## src/design/cwgcs_params.svh

```systemverilog
// Constants of the CRTC write guard and video clock select block.
// Assumes host I/O addresses are 16-bit port numbers, indexes are 8 bits.
`ifndef CWGCS_PARAMS_SVH
`define CWGCS_PARAMS_SVH

`define CWGCS_PORT_MISC_WR       16'h03C2
`define CWGCS_PORT_MISC_RD       16'h03CC
`define CWGCS_PORT_GFX_INDEX     16'h03CE
`define CWGCS_PORT_GFX_DATA      16'h03CF
`define CWGCS_PORT_CRTC_IDX_MONO 16'h03B4
`define CWGCS_PORT_CRTC_DAT_MONO 16'h03B5
`define CWGCS_PORT_CRTC_IDX_CLR  16'h03D4
`define CWGCS_PORT_CRTC_DAT_CLR  16'h03D5

`define CWGCS_IDX_WRITE_GUARD    8'h83
`define CWGCS_IDX_CLOCK_SELECT   8'h84

`define CWGCS_CRTC_COUNT         8'h19
`define CWGCS_PAL_COUNT          5'h10

`define CWGCS_GUARD_PAL          6
`define CWGCS_GUARD_TOTAL        4
`define CWGCS_GUARD_BLANK        3
`define CWGCS_GUARD_VDE          2
`define CWGCS_GUARD_TIMING       1
`define CWGCS_GUARD_VERT         0
`define CWGCS_GUARD_MASK         8'h5F
`define CWGCS_GUARD_RESET        8'h00

`define CWGCS_CLK_SRC            7
`define CWGCS_CLK_CODE_HI        5
`define CWGCS_CLK_CODE_MID       4
`define CWGCS_CLK_CODE_LO        2
`define CWGCS_CLK_HALVE          1
`define CWGCS_CLK_MASK           8'hBE
`define CWGCS_CLK_RESET          8'h20

`define CWGCS_MISC_CLK_HI        3
`define CWGCS_MISC_CLK_LO        2
`define CWGCS_MISC_RESET         2'h0

`endif

```

## src/design/cwgcs_pkg.sv

```systemverilog
// Types shared by the CRTC write guard and clock select block.
// Assumes nothing beyond the constants header.
`default_nettype none

package cwgcs_pkg;

  typedef logic [24:0][7:0] cwgcs_crtc_file_t;
  typedef logic [15:0][5:0] cwgcs_pal_file_t;

  typedef struct packed {
    logic [15:0] addr;
    logic [7:0]  wrData;
    logic        wr;
    logic        rd;
  } cwgcs_host_req_s;

  typedef struct packed {
    logic [4:0] index;
    logic [5:0] data;
    logic       wr;
  } cwgcs_attr_req_s;

  typedef struct packed {
    logic [3:0] code;
    logic       halve;
  } cwgcs_clk_sel_s;

endpackage : cwgcs_pkg
`default_nettype wire

```

## src/design/cwgcs_core.sv

```systemverilog
// Write guard over CRTC timing and attribute palette, plus video clock select.
// Assumes host I/O cycles arrive as one-cycle strobes on ref_clk.
`timescale 1ns/1ps
`default_nettype none
`include "cwgcs_params.svh"

module cwgcs_core (
  input  wire logic                       ref_clk,
  input  wire logic                       rst,
  input  wire cwgcs_pkg::cwgcs_host_req_s hostReq,
  input  wire cwgcs_pkg::cwgcs_attr_req_s attrReq,
  output logic [7:0]                      hostRdData,
  output logic                            hostRdValid,
  output cwgcs_pkg::cwgcs_crtc_file_t     crtcTiming,
  output cwgcs_pkg::cwgcs_pal_file_t      paletteEntries,
  output cwgcs_pkg::cwgcs_clk_sel_s       videoClockSel
);

  logic [7:0]                  timingWriteGuard;
  logic [7:0]                  videoClockSelect;
  logic [1:0]                  miscClk;
  logic [7:0]                  gfxIndex;
  logic [7:0]                  crtcIndex;
  cwgcs_pkg::cwgcs_crtc_file_t crtcStd;
  cwgcs_pkg::cwgcs_crtc_file_t crtcWork;
  logic                        crtcDataHit;
  logic                        crtcWrite;
  logic [7:0]                  wrMask;
  logic [7:0]                  next_rdData;
  logic [3:0]                  next_code;

  // Union of every guard that covers a bit; a set bit in the result is protected
  function automatic logic [7:0] prot_mask(input logic [7:0] idx, input logic [7:0] g);
    logic t;
    logic b;
    logic d;
    logic m;
    logic v;
    logic [7:0] r;
    t = g[`CWGCS_GUARD_TOTAL];
    b = g[`CWGCS_GUARD_BLANK];
    d = g[`CWGCS_GUARD_VDE];
    m = g[`CWGCS_GUARD_TIMING];
    v = g[`CWGCS_GUARD_VERT];
    case (idx)
      8'h00: r = {8{t}};
      8'h02: r = {8{b}};
      8'h03: r = {8{b}} & 8'h1F;
      8'h04: r = {8{t}};
      8'h05: r = ({8{t}} & 8'h1F) | ({8{b}} & 8'h80);
      8'h06: r = {8{t | v}};
      8'h07: r = ({8{t}} & 8'hA5) | ({8{b}} & 8'h08) | ({8{d | m}} & 8'h42)
               | ({8{v}} & 8'hAD);
      8'h09: r = {8{m}} | ({8{b | v}} & 8'h20);
      8'h0A: r = {8{m}};
      8'h0B: r = {8{m}};
      8'h10: r = {8{t | v}};
      8'h11: r = {8{t}} | ({8{v}} & 8'h0F);
      8'h12: r = {8{d | m}};
      8'h14: r = {8{m}};
      8'h15: r = {8{b | v}};
      8'h16: r = {8{b | v}};
      default: r = 8'h00;
    endcase
    return r;
  endfunction : prot_mask

  // Both colour and mono CRTC ports are decoded; no address-select bit is kept here
  assign crtcDataHit = (hostReq.addr == `CWGCS_PORT_CRTC_DAT_MONO) || (hostReq.addr == `CWGCS_PORT_CRTC_DAT_CLR);
  assign crtcWrite   = hostReq.wr && crtcDataHit && (crtcIndex < `CWGCS_CRTC_COUNT);
  assign wrMask      = prot_mask(crtcIndex, timingWriteGuard);

  // Index registers
  always_ff @(posedge ref_clk)
  begin
    if (rst)
    begin
      gfxIndex  <= 8'h00;
      crtcIndex <= 8'h00;
    end
    else if (hostReq.wr)
    begin
      if (hostReq.addr == `CWGCS_PORT_GFX_INDEX)
      begin
        gfxIndex <= hostReq.wrData;
      end
      if ((hostReq.addr == `CWGCS_PORT_CRTC_IDX_MONO) || (hostReq.addr == `CWGCS_PORT_CRTC_IDX_CLR))
      begin
        crtcIndex <= hostReq.wrData;
      end
    end
  end

  // Extension registers behind the graphics data port
  always_ff @(posedge ref_clk)
  begin
    if (rst)
    begin
      timingWriteGuard <= `CWGCS_GUARD_RESET;
      videoClockSelect <= `CWGCS_CLK_RESET;
    end
    else if (hostReq.wr && (hostReq.addr == `CWGCS_PORT_GFX_DATA))
    begin
      if (gfxIndex == `CWGCS_IDX_WRITE_GUARD)
      begin
        timingWriteGuard <= hostReq.wrData & `CWGCS_GUARD_MASK;
      end
      if (gfxIndex == `CWGCS_IDX_CLOCK_SELECT)
      begin
        videoClockSelect <= hostReq.wrData & `CWGCS_CLK_MASK;
      end
    end
  end

  // Only the clock bits of the general output register matter to this block
  always_ff @(posedge ref_clk)
  begin
    if (rst)
    begin
      miscClk <= `CWGCS_MISC_RESET;
    end
    else if (hostReq.wr && (hostReq.addr == `CWGCS_PORT_MISC_WR))
    begin
      miscClk <= hostReq.wrData[`CWGCS_MISC_CLK_HI:`CWGCS_MISC_CLK_LO];
    end
  end

  // Protected bits keep their value in both copies; the CRTC sees the working set for protected bits, the standard set for the rest
  always_ff @(posedge ref_clk)
  begin
    if (rst)
    begin
      crtcStd  <= '0;
      crtcWork <= '0;
    end
    else if (crtcWrite)
    begin
      crtcStd[crtcIndex[4:0]]  <= (crtcStd[crtcIndex[4:0]] & wrMask) | (hostReq.wrData & ~wrMask);
      crtcWork[crtcIndex[4:0]] <= (crtcWork[crtcIndex[4:0]] & wrMask) | (hostReq.wrData & ~wrMask);
    end
  end

  // Output is registered, so a write shows at the CRTC two edges after its strobe
  always_ff @(posedge ref_clk)
  begin
    if (rst)
    begin
      crtcTiming <= '0;
    end
    else
    begin
      for (int i = 0; i < `CWGCS_CRTC_COUNT; i++)
      begin
        crtcTiming[i] <= (crtcWork[i] & prot_mask(8'(i), timingWriteGuard))
                       | (crtcStd[i] & ~prot_mask(8'(i), timingWriteGuard));
      end
    end
  end

  // Attribute palette
  always_ff @(posedge ref_clk)
  begin
    if (rst)
    begin
      paletteEntries <= '0;
    end
    else if (attrReq.wr && !timingWriteGuard[`CWGCS_GUARD_PAL] && (attrReq.index < `CWGCS_PAL_COUNT))
    begin
      paletteEntries[attrReq.index[3:0]] <= attrReq.data;
    end
  end

  // Video clock select code
  always_comb
  begin
    if (videoClockSelect[`CWGCS_CLK_SRC])
    begin
      next_code = videoClockSelect[`CWGCS_CLK_CODE_HI:`CWGCS_CLK_CODE_LO];
    end
    else
    begin
      next_code = {videoClockSelect[`CWGCS_CLK_CODE_HI:`CWGCS_CLK_CODE_MID], miscClk};
    end
  end

  always_ff @(posedge ref_clk)
  begin
    if (rst)
    begin
      videoClockSel <= '0;
    end
    else
    begin
      videoClockSel.code  <= next_code;
      videoClockSel.halve <= videoClockSelect[`CWGCS_CLK_HALVE];
    end
  end

  // Read path; unmapped ports and indexes read zero
  always_comb
  begin
    next_rdData = 8'h00;
    case (hostReq.addr)
      `CWGCS_PORT_GFX_INDEX: next_rdData = gfxIndex;
      `CWGCS_PORT_GFX_DATA:
      begin
        if (gfxIndex == `CWGCS_IDX_WRITE_GUARD)
        begin
          next_rdData = timingWriteGuard;
        end
        else if (gfxIndex == `CWGCS_IDX_CLOCK_SELECT)
        begin
          next_rdData = videoClockSelect;
        end
      end
      `CWGCS_PORT_CRTC_IDX_MONO: next_rdData = crtcIndex;
      `CWGCS_PORT_CRTC_IDX_CLR:  next_rdData = crtcIndex;
      `CWGCS_PORT_CRTC_DAT_MONO,
      `CWGCS_PORT_CRTC_DAT_CLR:
      begin
        if (crtcIndex < `CWGCS_CRTC_COUNT)
        begin
          next_rdData = crtcStd[crtcIndex[4:0]];
        end
      end
      `CWGCS_PORT_MISC_RD: next_rdData = {4'h0, miscClk, 2'h0};
      default: next_rdData = 8'h00;
    endcase
  end

  always_ff @(posedge ref_clk)
  begin
    if (rst)
    begin
      hostRdData  <= 8'h00;
      hostRdValid <= 1'b0;
    end
    else
    begin
      hostRdValid <= hostReq.rd;
      if (hostReq.rd)
      begin
        hostRdData <= next_rdData;
      end
    end
  end

  logic gfxGuardRd;
  logic crtcWr00;
  assign gfxGuardRd = hostReq.rd && (hostReq.addr == `CWGCS_PORT_GFX_DATA) && (gfxIndex == `CWGCS_IDX_WRITE_GUARD);
  assign crtcWr00   = crtcWrite && (crtcIndex == 8'h00);
endmodule : cwgcs_core
`default_nettype wire

```

## config.mk

```make
export PLATFORM = sky130hd
export DESIGN_NAME = cwgcs_core
export DESIGN_NICKNAME = d
export VERILOG_FILES = /design/src/design/cwgcs_pkg.sv /design/src/design/cwgcs_core.sv
export VERILOG_INCLUDE_DIRS = /design/src /design/src/design
export SDC_FILE = /design/constraint.sdc
export NUM_CORES = 1
export LEC_CHECK = 0
export ABC_AREA = 1
export BUFFER_PORTS_ARGS = -buffer_cell sky130_fd_sc_hd__buf_2
export CELL_PAD_IN_SITES_DETAIL_PLACEMENT = 0
export CELL_PAD_IN_SITES_GLOBAL_PLACEMENT = 1
export CORE_ASPECT_RATIO = 0.6
export CORE_MARGIN = 5
export CORE_UTILIZATION = 42
export DETAILED_ROUTE_END_ITERATION = 12
export GPL_ROUTABILITY_DRIVEN = 0
export PLACE_DENSITY_LB_ADDON = 0.1
export SETUP_SLACK_MARGIN = 0.2
export SYNTH_ARGS = -nofsm -noshare
export SYNTH_HDL_FRONTEND = slang
export SYNTH_SLANG_ARGS = --single-unit
```

## constraint.sdc

```tcl
create_clock -name ref_clk -period 2.3 [get_ports ref_clk]
set_input_delay 0.345 -clock ref_clk [delete_from_list [all_inputs] [get_ports ref_clk]]
set_output_delay 0.345 -clock ref_clk [all_outputs]
set_load 0.1 [all_outputs]
```

==> results.sh <==
export IMPL_slowest_delay_ns=0.41
export IMPL_die_x_um=369.7
export IMPL_top_layer="met5"
export IMPL_ys_warn_count=0
export IMPL_finalMaxSlewViolations=0
export IMPL_cap_viol_max_count=0
export IMPL_num_rows=79
export IMPL_rsz0062_at_grt="true"
export IMPL_r2r_slack_ns=-0.21
export IMPL_fin_util_pct=58.20
export IMPL_routed_wl_met3_um=18750
export IMPL_slowest_stage="dfxtp_4"
export IMPL_track_usage_pct=33.05
export IMPL_clock_sinks=740
export IMPL_hold_depth=3
export IMPL_synth_edf_count=0
export IMPL_yosys_top_cells_count="885 x nand2_1, 825 x inv_1, 740 x dfxtp_1"
export IMPL_intPower_mw=20.43
export IMPL_antenna_found_initial=6
export IMPL_hpwl_um=96910
export IMPL_critPathCaptureType="flip-flop"
export IMPL_required_ns=2.87
export IMPL_rr_worst_depth=17
export IMPL_async_reset_ff_share_pct=0
export IMPL_synth_yosys_seq_area_share_pct=45.44
export IMPL_fin_ws_ns=-0.2129
export IMPL_io_buffer_count=349
export IMPL_p_sw_share_pct=23.81
export IMPL_drt_iter0_drc=4762
export IMPL_path_cells="buf_6, nor2_8, buf_12, a21oi_4, nor2_4, inv_2, nor2_4, nand3_4, buf_12, buf_6, buf_6, nor2_4, buf_6, clkbuf_16, nand3_1, nand2_1, inv_1"
export IMPL_grt_pass1_wl_um=206700
export IMPL_wl_met1_um=64890
export IMPL_coreArea_um2=77200
export IMPL_first_pass_iters=8
export IMPL_setup_tns_ns=-32.83
export IMPL_start_util_pct=42.23
export IMPL_vias_per_cell=5.249
export IMPL_grt_pass1_vias=30837
export IMPL_violations="setup timing"
export IMPL_dieArea_um2=83470
export IMPL_hold_class="in2reg"
export IMPL_ys_ff_latch=740
export IMPL_r2r_start="crtcIndex[0]$_SDFFE_PP0P_"
export IMPL_synth_compound_area_share_pct=14.42
export IMPL_syn_area_um2=32600
export IMPL_synth_top_area_share_pct=45.44
export IMPL_combPwrFrac_pct=4.4
export IMPL_finalPower_mw=26.81
export IMPL_met2_length_um=58050
export IMPL_seq_power_share_pct=47.9
export IMPL_die_h_um=225.8
export IMPL_muxShareOfSynthArea_pct=0
export IMPL_fmax_mhz=397.9
export IMPL_clockBufferDepth=3
export IMPL_min_from="hostReq[6]"
export IMPL_synthAdderAreaFrac_pct=0
export IMPL_ir_drop_v=0.0006280
export IMPL_path_clk_slew_ns=0.07
export IMPL_root_buffer="clkbuf_16"
export IMPL_grt_max_degree=110
export IMPL_worst_slew_pin_slew_ns=0.8430
export IMPL_finalWirelength_um=146100
export IMPL_yosys_area_share_xor_xnor_pct=0
export IMPL_syn_to_final_growth_pct=37.83
export IMPL_nets=5531
export IMPL_avgSynthCellArea_um2=6.723
export IMPL_syn_inst=4849
export IMPL_synth_top_family_by_area="simple AND/OR/NAND/NOR gates"
export IMPL_p_leak_nw=22.11
export IMPL_synth_area_leader_cell="dfxtp_1"
export IMPL_path_max_fanout=8
export IMPL_overflow=0
export IMPL_synth_area_leaders="dfxtp_1 45%, nand2_1 10%, inv_1 9.5%, a21oi_1 8.4%, nor2_1 8.0%"
export IMPL_avgRoutedWirePerCell_um=22.15
export IMPL_synthSimpleGateAreaFrac_pct=26.56
export IMPL_startpoint_type="flip-flop"
export IMPL_post_route_drc_count=0
export IMPL_h_tree_depth=3
export IMPL_fillers=7250
export IMPL_skew_ns=0.02517
export IMPL_cp_top_family="buffers and inverters"
export IMPL_path_class="reg2reg"
export IMPL_io_pins=350
export IMPL_setup_viol=383
export IMPL_numCtsBuffers=73
export IMPL_hold_viol=0
export IMPL_vias=34631
export IMPL_power_share_clock_pct=47.7
export IMPL_slew_limit_headroom_pct=43.80
export IMPL_cellPowerDensity_nw_per_um2=596.7
export IMPL_holdWs_ns=0.04311
export IMPL_period_share_pct=109.3
export IMPL_path_buf_inv=9
export IMPL_antennaDiodeCount=0
export IMPL_whs_endpoint="timingWriteGuard[4]$_SDFFE_PP0P_"
export IMPL_power_net_switching_mw=6.383
export IMPL_cts_tree="done"
export IMPL_syn_num_nets=4889
export IMPL_layout_drive_gt1_share_pct=23.99
export IMPL_post_synth_top_count_cell="nand2_1"
export IMPL_arrival_ns=3.08
export IMPL_cp_common_cell="buf_6"
export IMPL_status="complete, but fails checks"
export IMPL_synthFlopType="dfxtp_1"
export IMPL_period_needed_ns=2.513
export IMPL_antenna_left=0
export IMPL_ys_types=36
export IMPL_reg2reg_to="crtcWork[136]$_SDFFE_PP0P_"
export IMPL_clk_latency_ns=0.68
-- worst max path at each step --
| stage | from | to | cells past startpoint |
|---|---|---|---|
| floorplan | hostReq[25] | crtcWork[86]$_SDFFE_PP0P_ | 11 |
| global placement | crtcIndex[1]$_SDFFE_PP0P_ | crtcStd[106]$_SDFFE_PP0P_ | 18 |
| detailed placement | crtcIndex[1]$_SDFFE_PP0P_ | crtcStd[106]$_SDFFE_PP0P_ | 18 |
| CTS | crtcIndex[1]$_SDFFE_PP0P_ | crtcStd[74]$_SDFFE_PP0P_ | 20 |
| global route | crtcIndex[0]$_SDFFE_PP0P_ | crtcWork[14]$_SDFFE_PP0P_ | 17 |
| finish | crtcIndex[0]$_SDFFE_PP0P_ | crtcWork[136]$_SDFFE_PP0P_ | 17 |
-- layer usage --
metal,GRT usage (%),vias up
met5,0,-
met4,9.082,4
met3,8.950,249
met2,46.27,1874
met1,49.58,16141
li1,-,16363
-- layout make-up --
cell class / instances / area, um^2 / share of cell area, %
timing repair buffer: 850 / 8092 / 18.01
sequential: 740 / 14830 / 33.00
inverter: 847 / 3234 / 7.198
clock buffer: 95 / 2051 / 4.564
clock inverter: 34 / 439.2 / 0.9774
tap: 1053 / 1318 / 2.932
multi-input combinational: 2979 / 14970 / 33.32
-- power by group through the flow --
stage	clock [mW]	sequential [mW]	combinational, mW
finish	12.8	12.8	1.18
global route	13.5	12.8	1.21
floorplan	0	13.3	0.357
detailed placement	0	13.1	0.938
CTS	13.0	12.8	1.08
global placement	0	13.1	0.941
-- worst reg2reg max path, cell delays in order (launching register included) --
cell       delay, ns
dfxtp_4         0.41
buf_6           0.16
nor2_8          0.16
buf_12          0.15
a21oi_4         0.06
nor2_4          0.11
inv_2           0.05
nor2_4          0.17
nand3_4         0.13
buf_12          0.18
buf_6           0.11
buf_6           0.11
nor2_4          0.12
buf_6           0.15
clkbuf_16       0.17
nand3_1         0.09
nand2_1         0.06
inv_1           0.04
-- sequential cells by signal, summed over array words and instances (netlist names) --
signal            cells
crtcStd             200
crtcTiming          200
crtcWork            200
paletteEntries       96
crtcIndex             8
gfxIndex              8
hostRdData            8
timingWriteGuard      6
videoClockSelect      6
videoClockSel         5
miscClk               2
hostRdValid           1
-- placed cells by master (no fill, tap or decap), drive strengths merged --
cell / n
nand2: 894
inv: 847
buf: 831
dfxtp: 740
nor2: 714
a21oi: 545
nand3: 397
o21ai: 298
clkbuf: 108
o21a: 41
nand4: 36
nor3: 21
clkinv: 20
o22ai: 18
bufinv: 8
a211oi: 7
clkinvlp: 6
and2: 5
dlygate4sd3: 4
bufbuf: 2
and3: 1
a31oi: 1
nor4: 1
-- stage by stage --
stage | setup slack [ns] | instances | area, um^2
finish | -0.2129 | 6598 | 44930
detailed placement | -0.5494 | 6326 | 38260
floorplan | 0.3344 | 4849 | 32600
CTS | -0.1145 | 6533 | 43290
global route | -0.2471 | 6598 | 44930
global placement | -0.5588 | 6326 | 38260
-- kinds of logic after synthesis --
kind of cell,after synthesis
buffers and inverters,1130
AO/OA/AOI/OAI,910
AND/OR/NAND/NOR,2069
flip-flops,740
-- timing repair --
action / in CTS / in global routing
pin swaps: 56 / 63
resized for setup: 354 / 214
buffers inserted: 52 / 49
setup endpoints to repair: 408 / 408
hold buffers: 4 / 0
endpoints found under the hold margin: 7 / 0
gates cloned: 22 / 16
Note: power is estimated with default switching activity, not from simulation.
